==> config.mk <==
export PLATFORM = sky130hd
export DESIGN_NAME = dtp_port
export DESIGN_NICKNAME = d
export VERILOG_FILES = /design/src/rtl/dtp_pkg.sv /design/src/rtl/dtp_seq_track.sv /design/src/rtl/dtp_port.sv
export SDC_FILE = /design/constraint.sdc
export NUM_CORES = 1
export LEC_CHECK = 0
export BUFFER_PORTS_ARGS = -buffer_cell sky130_fd_sc_hd__buf_2
export CAP_MARGIN = 0
export CORE_MARGIN = 5
export CORE_UTILIZATION = 45
export CTS_CLUSTER_DIAMETER = 50
export DETAILED_ROUTE_END_ITERATION = 12
export HOLD_SLACK_MARGIN = 0.05
export PLACE_DENSITY_LB_ADDON = 0.25
export SLEW_MARGIN = 20
export SYNTH_ARGS = -nofsm -noshare
export SYNTH_HDL_FRONTEND = slang
export SYNTH_HIERARCHICAL = 1
export SYNTH_SLANG_ARGS = --single-unit
==> constraint.sdc <==
create_clock -name clock -period 2.7 [get_ports clock]
set_input_delay 0.405 -clock clock [delete_from_list [all_inputs] [get_ports clock]]
set_output_delay 0.405 -clock clock [all_outputs]
set_load 0.005 [all_outputs]
==> src/rtl/dtp_pkg.sv <==
package dtp_pkg;

   // ==========================================
   // widths
   localparam int ADDR_W = 18;
   localparam int DATA_W = 32;
   localparam int LANE_W = 4;
   localparam int SIZE_W = 4;

   // ==========================================
   // access size encodings on the core side
   typedef enum logic [1:0]
   {
      DTP_SZ_BYTE = 2'b00,
      DTP_SZ_HALF = 2'b01,
      DTP_SZ_WORD = 2'b10
   } dtp_size_e;

   // memory size configuration codes
   localparam logic [SIZE_W-1:0] SIZE_ABSENT = 4'h0;
   localparam logic [SIZE_W-1:0] SIZE_MIN = 4'h3;
   localparam logic [SIZE_W-1:0] SIZE_MAX = 4'hb;

   // ==========================================
   // reset values and other constants
   localparam logic [ADDR_W-1:0] ADDR_RST = 18'h0_0000;
   localparam logic [DATA_W-1:0] DATA_RST = 32'h0000_0000;
   localparam logic [LANE_W-1:0] LANES_NONE = 4'h0;
   localparam logic [ADDR_W-1:0] ADDR_STEP = 18'h0_0001;
   localparam logic [1:0] HALF_HI = 2'h2;

   // ==========================================
   // core request bundle
   typedef struct packed
   {
      logic [ADDR_W+1:0] byte_addr; // byte address from the core
      logic write; // 1 = write
      dtp_size_e size; // access width
      logic [DATA_W-1:0] wdata; // write data, lane aligned
   } dtp_req_s;

   // memory side request bundle
   typedef struct packed
   {
      logic [ADDR_W-1:0] addr;
      logic write;
      logic [LANE_W-1:0] lanes;
      logic [DATA_W-1:0] wdata;
   } dtp_mem_s;

   // ==========================================
   // lane strobes from low address bits and size
   function automatic logic [LANE_W-1:0] lane_mask(input logic [1:0] lo, input dtp_size_e sz);
      logic [LANE_W-1:0] m;
      m = LANES_NONE;
      case (sz)
         DTP_SZ_BYTE: m = 4'h1 << lo;
         DTP_SZ_HALF: m = (lo[1] == 1'b1) ? 4'hc : 4'h3;
         DTP_SZ_WORD: m = 4'hf;
         default: m = LANES_NONE;
      endcase
      return m;
   endfunction : lane_mask

endpackage : dtp_pkg

==> src/rtl/dtp_seq_track.sv <==
`timescale 1ns/1ps
`default_nettype none

// ==========================================
// remembers last request word address, flags follow-on
module dtp_seq_track
(
   input wire logic clock,
   input wire logic rst_n,
   input wire logic req_take, // a new request is accepted
   input wire logic [dtp_pkg::ADDR_W-1:0] req_addr,
   output logic seq_hit
);

   logic [dtp_pkg::ADDR_W-1:0] last_addr_reg; // previous request address
   logic last_valid_reg; // no history right after reset

   // ==========================================
   // capture history on each accepted request
   always_ff @(posedge clock)
   begin
      if (!rst_n)
      begin
         last_addr_reg <= dtp_pkg::ADDR_RST;
         last_valid_reg <= 1'b0;
      end
      else if (req_take)
      begin
         last_addr_reg <= req_addr;
         last_valid_reg <= 1'b1;
      end
   end

   // follow-on compare, combinational for the next-value path
   assign seq_hit = last_valid_reg && (req_addr == last_addr_reg + dtp_pkg::ADDR_STEP);

endmodule : dtp_seq_track

`default_nettype wire

==> src/rtl/dtp_port.sv <==
`timescale 1ns/1ps
`default_nettype none

// Operation
// - eighteen-bit word address out every cycle, last address held between requests
// - select high in the same cycle as the access
// - dma enable routes dma address to memory
// - dma select ORed with own select while dma enable is high
// - idle low on access, high otherwise
// - direction zero read, one write
// - sequential flags address following previous request
// - sequential held high during wait cycles
// - byte lanes zero for reads, size-based writes
// - write data driven and held while waited

module dtp_port
(
   input wire logic clock,
   input wire logic rst_n,
   // core side
   input wire logic core_req_valid, // core has an access for next cycle
   input wire dtp_pkg::dtp_req_s core_req,
   output logic core_req_ready, // request taken this edge
   output logic core_rdata_valid,
   output logic [dtp_pkg::DATA_W-1:0] core_rdata,
   output logic mem_present, // size code is a legal, nonzero size
   // memory side
   output logic [dtp_pkg::ADDR_W-1:0] dmem_word_addr,
   output logic dmem_select,
   output logic dmem_idle,
   output logic dmem_write_not_read,
   output logic dmem_sequential,
   output logic [dtp_pkg::LANE_W-1:0] dmem_byte_lanes,
   output logic [dtp_pkg::DATA_W-1:0] dmem_write_data,
   input wire logic [dtp_pkg::DATA_W-1:0] dmem_read_data,
   input wire logic dmem_stall,
   input wire logic [dtp_pkg::SIZE_W-1:0] dmem_size_cfg,
   // dma agent
   input wire logic dmem_dma_enable,
   input wire logic [dtp_pkg::ADDR_W-1:0] dmem_dma_addr,
   input wire logic dmem_dma_select
);

   // ==========================================
   // port states
   typedef enum logic [1:0]
   {
      DTP_IDLE = 2'b00, // no request on the memory
      DTP_REQ = 2'b01, // request cycle
      DTP_WAIT = 2'b10 // memory stalled the request
   } dtp_state_e;

   dtp_state_e state_reg; // current cycle type
   dtp_state_e state_next;
   dtp_pkg::dtp_mem_s req_reg; // own request held on the memory
   dtp_pkg::dtp_mem_s req_next;
   logic own_sel_next; // own select for the coming cycle
   logic seq_hit; // next address follows the last request
   logic seq_reg; // sequential flag of the held request
   logic rd_pending_reg; // outstanding read awaiting data
   logic [dtp_pkg::ADDR_W-1:0] mem_addr_next;
   logic in_req; // current cycle is a request or wait cycle
   logic accept; // a new core access is launched
   logic size_ok;

   // ==========================================
   // memory presence decode; static tie, reserved codes count as absent
   assign size_ok = (dmem_size_cfg >= dtp_pkg::SIZE_MIN) && (dmem_size_cfg <= dtp_pkg::SIZE_MAX);

   // stall only counts inside request and wait cycles
   assign in_req = (state_reg == DTP_REQ) || (state_reg == DTP_WAIT);

   // a new access may launch unless the held one is still stalled
   assign accept = core_req_valid && size_ok && !(in_req && dmem_stall);

   // ==========================================
   // request payload for the next cycle
   always_comb
   begin
      req_next = req_reg;
      if (accept)
      begin
         req_next.addr = core_req.byte_addr[dtp_pkg::ADDR_W+1:2];
         req_next.write = core_req.write;
         // reads carry no lanes at all
         req_next.lanes = core_req.write ?
            dtp_pkg::lane_mask(core_req.byte_addr[1:0], core_req.size) :
            dtp_pkg::LANES_NONE;
         req_next.wdata = core_req.wdata;
      end
   end

   // ==========================================
   // cycle type sequencing
   always_comb
   begin
      state_next = DTP_IDLE;
      case (state_reg)
         DTP_IDLE: state_next = accept ? DTP_REQ : DTP_IDLE;
         DTP_REQ, DTP_WAIT:
         begin
            if (dmem_stall)
               state_next = DTP_WAIT; // held, payload unchanged
            else
               state_next = accept ? DTP_REQ : DTP_IDLE;
         end
         default: state_next = DTP_IDLE;
      endcase
   end

   // own select announces the coming access; dma select joins it
   assign own_sel_next = accept;
   // dma address overrides the own address on the memory
   assign mem_addr_next = dmem_dma_enable ? dmem_dma_addr : req_next.addr;

   // ==========================================
   // state and held request
   always_ff @(posedge clock)
   begin
      if (!rst_n)
      begin
         state_reg <= DTP_IDLE;
         req_reg <= '0;
      end
      else
      begin
         state_reg <= state_next;
         req_reg <= req_next; // kept while stalled
      end
   end

   // ==========================================
   // sequential history
   dtp_seq_track u_seq
   (
      .clock(clock),
      .rst_n(rst_n),
      .req_take(accept),
      .req_addr(req_next.addr),
      .seq_hit(seq_hit)
   );

   // sequential flag: forced high across waits
   always_ff @(posedge clock)
   begin
      if (!rst_n)
         seq_reg <= 1'b0;
      else if (in_req && dmem_stall)
         seq_reg <= 1'b1;
      else if (accept)
         seq_reg <= seq_hit;
      else
         seq_reg <= 1'b0;
   end

   // ==========================================
   // memory outputs, all registered
   always_ff @(posedge clock)
   begin
      if (!rst_n)
      begin
         dmem_word_addr <= dtp_pkg::ADDR_RST;
         dmem_select <= 1'b0;
         dmem_idle <= 1'b1;
         dmem_write_not_read <= 1'b0;
         dmem_byte_lanes <= dtp_pkg::LANES_NONE;
         dmem_write_data <= dtp_pkg::DATA_RST;
      end
      else
      begin
         dmem_word_addr <= mem_addr_next;
         // select is registered on the same edge as the access
         dmem_select <= own_sel_next || (dmem_dma_enable && dmem_dma_select);
         // idle low only when an own access is on the memory
         dmem_idle <= !(state_next != DTP_IDLE && size_ok);
         dmem_write_not_read <= req_next.write;
         dmem_byte_lanes <= req_next.lanes;
         dmem_write_data <= req_next.wdata;
      end
   end

   assign dmem_sequential = seq_reg;

   // ==========================================
   // read data capture; only unwaited data cycles are sampled
   always_ff @(posedge clock)
   begin
      if (!rst_n)
      begin
         rd_pending_reg <= 1'b0;
         core_rdata_valid <= 1'b0;
         core_rdata <= dtp_pkg::DATA_RST;
      end
      else
      begin
         rd_pending_reg <= in_req && !req_reg.write;
         core_rdata_valid <= 1'b0;
         if (in_req && !req_reg.write && !dmem_stall)
         begin
            core_rdata_valid <= 1'b1;
            core_rdata <= dmem_read_data;
         end
      end
   end

   // ==========================================
   // core handshake and presence status
   always_ff @(posedge clock)
   begin
      if (!rst_n)
      begin
         core_req_ready <= 1'b0;
         mem_present <= 1'b0;
      end
      else
      begin
         core_req_ready <= accept;
         mem_present <= size_ok;
      end
   end

endmodule : dtp_port

`default_nettype wire

**Word-level counts from Yosys, hierarchy flattened**

Cells that the tools add are included.

- $add $sub $neg: 1
- $lt $le $gt $ge: 2
- Equal/unequal tests: 5
- Shift operators: 1
- Mux-type cells: 11
- Reductions and logical operators: 19

Operators with widths:

| kind | number |
|---|---|
| $mux 55 | 1 |
| $add 18x1->18 const B | 1 |
| $eq 18x18->1 | 1 |
| $mux 18 | 1 |
| $pmux 4 s3 | 1 |
| $logic_and 1x1->1 | 9 |
| $mux 4 | 2 |
| $eq 2x1->1 const B | 2 |
| $eq 2x2->1 const B | 2 |
| $ge 4x2->1 const B | 1 |
| $le 4x4->1 const B | 1 |
| $logic_not 1->1 | 4 |
| $logic_not 2->1 | 2 |
| $mux 1 | 4 |
| $pmux 2 s2 | 1 |
| $shl 1x2->4 const A | 1 |
| $logic_or 1x1->1 | 2 |
| $mux 2 | 1 |
| $reduce_bool 2->1 | 1 |
| $reduce_or 2->1 | 1 |

- Flip-flop bits (word level): 132
- Bits of input ports: 115
- Output and inout bits: 93
- Word-level logic and storage cells: 54

**Depth between registers and ports, before layout**

- Depth in word-level cells: 11
- Mapped depth: 13
- Gate-level depth less buffers: 12

**Modules after synthesis**

Netlist, hierarchy kept.

By module, submodules not included:

| module | instances | cells an instance | area an instance (um^2) | sequential area each (um^2) |
|---|---|---|---|---|
| dtp_port | 1 | 540 | 4807.1 | 2262.2 |
| dtp_seq_track | 1 | 134 | 1238.7 | 380.4 |

**Least setup slack after synthesis**

Ideal clock, no wire load.

- Kind: flip-flop to flip-flop
- Start point: reg state_reg[0]
- End point: reg seq_reg (netlist: dmem_sequential)
- Setup time: 0.058 ns
- Data arrival time: 2.721 ns
- Required time: 2.642 ns
- Path slack: -0.079 ns
- Cell stages (with the launch flop): 13
- Path buffers: 1
- Clock period less this slack: 2.779 ns
- Cell sequence: dfxtp_1 inv_1 ha_1 a21bo_2 buf_4 o31ai_2 nand2_1 xor2_1 xnor2_1 or4_1 a221oi_2 o2111a_1 a31o_1

RTL lines:

| element | line | source |
|---|---|---|
| start: declaration | dtp_port.sv:53 | `dtp_state_e state_reg;` |
| start signal: assignment | dtp_port.sv:127 | `state_reg <= state_next;` |
| end signal: assignment | dtp_port.sv:151 | `seq_reg <= seq_hit;` |
| end: declaration | dtp_port.sv:59 | `logic seq_reg;` |

==> results.md <==
- CTS tree: built
- Status: finished, violations left
- Post-place setup slack: -75.1 ps
- Crit-path cells: inv_2 -> ha_4 -> a21bo_4 -> buf_12 -> o31ai_4 -> nand2_2 -> xnor2_1 -> xnor2_1 -> or4_1 -> a221oi_2 -> o2111a_1 -> a31o_1
- Leak: 3.51 nW
- Clk buf depth: 2
- Area Growth Syn to Fin: 29.7%
- Flop pwr share: 42.5%
- Via count: 5421
- Sw frac: 25.7%
- Largest net degree at the start of global routing: 78
- Worst-case vdd ir drop: 0.428 mV
- Core Region: 0.0132 mm2
- Violations in the final reports: negative setup slack
- Worst hold slack: 229 ps
- Filler Cells Inserted: 1184
- Worst slew margin: 63.9%
- RR Endpoint: dmem_sequential
- Setup TNS: -18.2 ps
- Grt ovf: 0
- Reg2Reg Depth: 12
- Initial antenna violation count: 0
- FF+latch count, synth: 132
- Final nets: 983
- Final Hold Vio Count: 0
- I/O pins: 208
- Period utilization: 101%
- DRT Pass-1 Iters: 7
- Final Skew: 5.75 ps
- First-pass GRT wire length: 26.2 mm
- Mapped cell area: 0.00605 mm2
- Vias in the first global route: 5525
- HP Start: dmem_read_data[30]
- Startpoint Class: register
- Row count: 42
- Critical Path RT: 3050 ps
- Critical-path top delay cell: or4_1
- Kind of critical path: register to register
- EDFF count, synth: 0
- P_sw: 1.28 mW
- Clk pwr share: 43.2%
- Syn nets: 792
- Worst Setup End Kind: register
- Util after Layout: 59.5%
- Slew of the pin with the lowest slew margin: 541 ps
- Sequential fraction of the synthesis area: 43.7%
- Post-synth top flop: dfxtp_1
- Tot GR Track Use: 20.1%
- R2R Setup Slk: -20 ps
- Fraction of layout cells with a size suffix above 1: 37.7%
- Gate Count Post-Synth: 674
- Count of final max-slew check failures: 0
- Clock Pin Slew Worst Setup and Hold Paths: 60 ps
- Worst r2r src: state_reg[0]
- Worst min path class: input port to register
- Avg WL per Cell: 15.3 um
- Total CTS buffers: 17
- Max Cap Violations: 0
- RSZ-0062 raised after global routing: yes
- Synth cell types: 55
- Arrival time at the worst endpoint: 3070 ps
- Root Buffer: clkbuf_16
- Top flop regs: core_rdata (32), dmem_write_data (32)
- DR iter-0 viols: 298
- IO buf count: 207
- Top post-synthesis cells by area: dfxtp_1, nand2_1, mux2i_1
- # setup viols final: 1
- Max Freq: 368 MHz
- Residual DRC: 0
- Number of hold buffers added after CTS: 0
- Avg Synthesized Cell Area: 8.97 um2
- Min cycle time layout: 2720 ps
- Area leader, netlist: dfxtp_1
- CP max stage delay: 470 ps
- GPL Wtd Cong: 0.850
- CP Max Fanout: 6
- Power Internal: 3.70 mW
- Hold endpoint: core_rdata[30]
- Final setup margin: -18.2 ps
- Antenna diodes: 0
- Final Cell Area: 0.00784 mm2
- Clock sink total: 132
- # H-tree levels: 4
- Ys Warns: 6
- Die area: 0.0159 mm2
- Worst skew pair latency: 410 ps
- Post-synth ARST share: 0%
- Hold Path Depth: 3
- Detail Route Antenna Nets: 0
- Die width: 126 um
- Cell Area, Placed: 0.00722 mm2
- Yosys top cell area share: 43.7%
- Initial Utilization: 45.8%
- Comb pwr share: 14.3%
- P per Cell Area: 634 mW/mm2
- Via density per instance: 5.14
- Die Height: 126 um
- DPL Wire Length: 12.0 mm
- CP most frequent cell: xnor2_1
- DRT Wirelength: 16.1 mm
-- layout make-up --
| cell class | instances | area, um2 | share of cell area [%] |
|---|---|---|---|
| clock buffer | 19 | 453 | 5.78 |
| clock inverter | 13 | 109 | 1.39 |
| inverter | 10 | 37.5 | 0.479 |
| multi-input combinational | 453 | 2940 | 37.5 |
| sequential | 132 | 2650 | 33.7 |
| tap | 176 | 220 | 2.81 |
| timing repair buffer | 251 | 1440 | 18.3 |
-- synth_stat cells (all sizes together) (7+ instances only) --
master	n
nand2	159
dfxtp	132
buf	61
a21oi	55
mux2i	54
o21ai	22
o31ai	21
nand4	20
a31oi	19
clkbuf	18
nor2b	18
xnor2	14
inv	10
xor2	10
nand3	9
nor2	7
-- worst max-delay path: cells and delay by family, from the launching register on --
family	cells	cell delay, ps
buffers and inverters	2	200
XOR/XNOR	2	280
AND/OR/NAND/NOR	2	560
flip-flops	1	330
adder cells (fa/ha/maj)	1	240
AO/OA/AOI/OAI	5	1050
-- power groups by stage --
stage / combinational, mW / sequential (mW) / clock [mW]
global route: 0.783 / 2.13 / 2.32
CTS: 0.709 / 2.11 / 2.21
global placement: 0.681 / 2.15 / 0
floorplan: 0.446 / 2.15 / 0
detailed placement: 0.701 / 2.15 / 0
finish: 0.711 / 2.12 / 2.15
-- cells in the final DEF (no fill, tap or decap), types with 4 or more instances in the layout --
master / synthesis / routed
a31oi_1: 19 / 19
dfxtp_1: 132 / 130
nand4_1: 10 / 10
xnor2_1: 14 / 13
buf_2: 13 / 207
o31ai_1: 6 / 4
o31ai_2: 15 / 14
nor2b_1: 18 / 18
nand4_2: 10 / 10
a21oi_1: 55 / 55
nor2_1: 7 / 7
clkbuf_16: 0 / 17
clkinv_2: 0 / 6
nand2_1: 159 / 156
o21ai_0: 21 / 21
buf_4: 40 / 38
buf_12: 0 / 5
nand3_1: 6 / 6
xor2_1: 10 / 10
inv_2: 4 / 5
inv_1: 6 / 5
mux2i_1: 54 / 54
nor3_1: 4 / 4
-- cells by family (layout without fill, tap and decap cells) --
logic type | Yosys count | after routing | share of synthesized area [%]
adder cells (fa/ha/maj) | 3 | 3 | 0.621
flip-flops | 132 | 132 | 43.7
AND/OR/NAND/NOR | 236 | 236 | 19.1
XOR/XNOR | 24 | 24 | 3.48
buffers and inverters | 89 | 293 | 9.02
multiplexers | 54 | 54 | 8.94
AO/OA/AOI/OAI | 136 | 136 | 15.1
-- per-stage QoR --
stage / power [mW] / cells
global route: 5.23 / 1054
global placement: 2.83 / 1020
CTS: 5.03 / 1053
floorplan: 2.59 / 674
finish: 4.97 / 1054
detailed placement: 2.86 / 1020
-- layer usage --
| layer | wire length [um] | GRT usage, % |
|---|---|---|
| met5 | 0 | 0 |
| met4 | 246 | 6.81 |
| met3 | 1200 | 6.82 |
| met2 | 7880 | 34.2 |
| met1 | 6820 | 23.7 |
-- worst max-delay path by stage --
stage / startpoint / endpoint / slack, ps / depth (start not counted)
floorplan: state_reg[0] / dmem_sequential / 40 / 12
global placement: state_reg[0] / dmem_sequential / -30 / 11
detailed placement: state_reg[0] / dmem_sequential / -80 / 12
CTS: state_reg[0] / dmem_sequential / -20 / 12
global route: state_reg[0] / dmem_sequential / -140 / 12
finish: state_reg[0] / dmem_sequential / -20 / 12
-- what timing repair did --
action	4_1_cts	5_1_grt
pin swaps	7	2
resized for setup	6	5
setup endpoints to repair	1	1
setup buffers	1	0
Power figures use the tool's default switching activity.
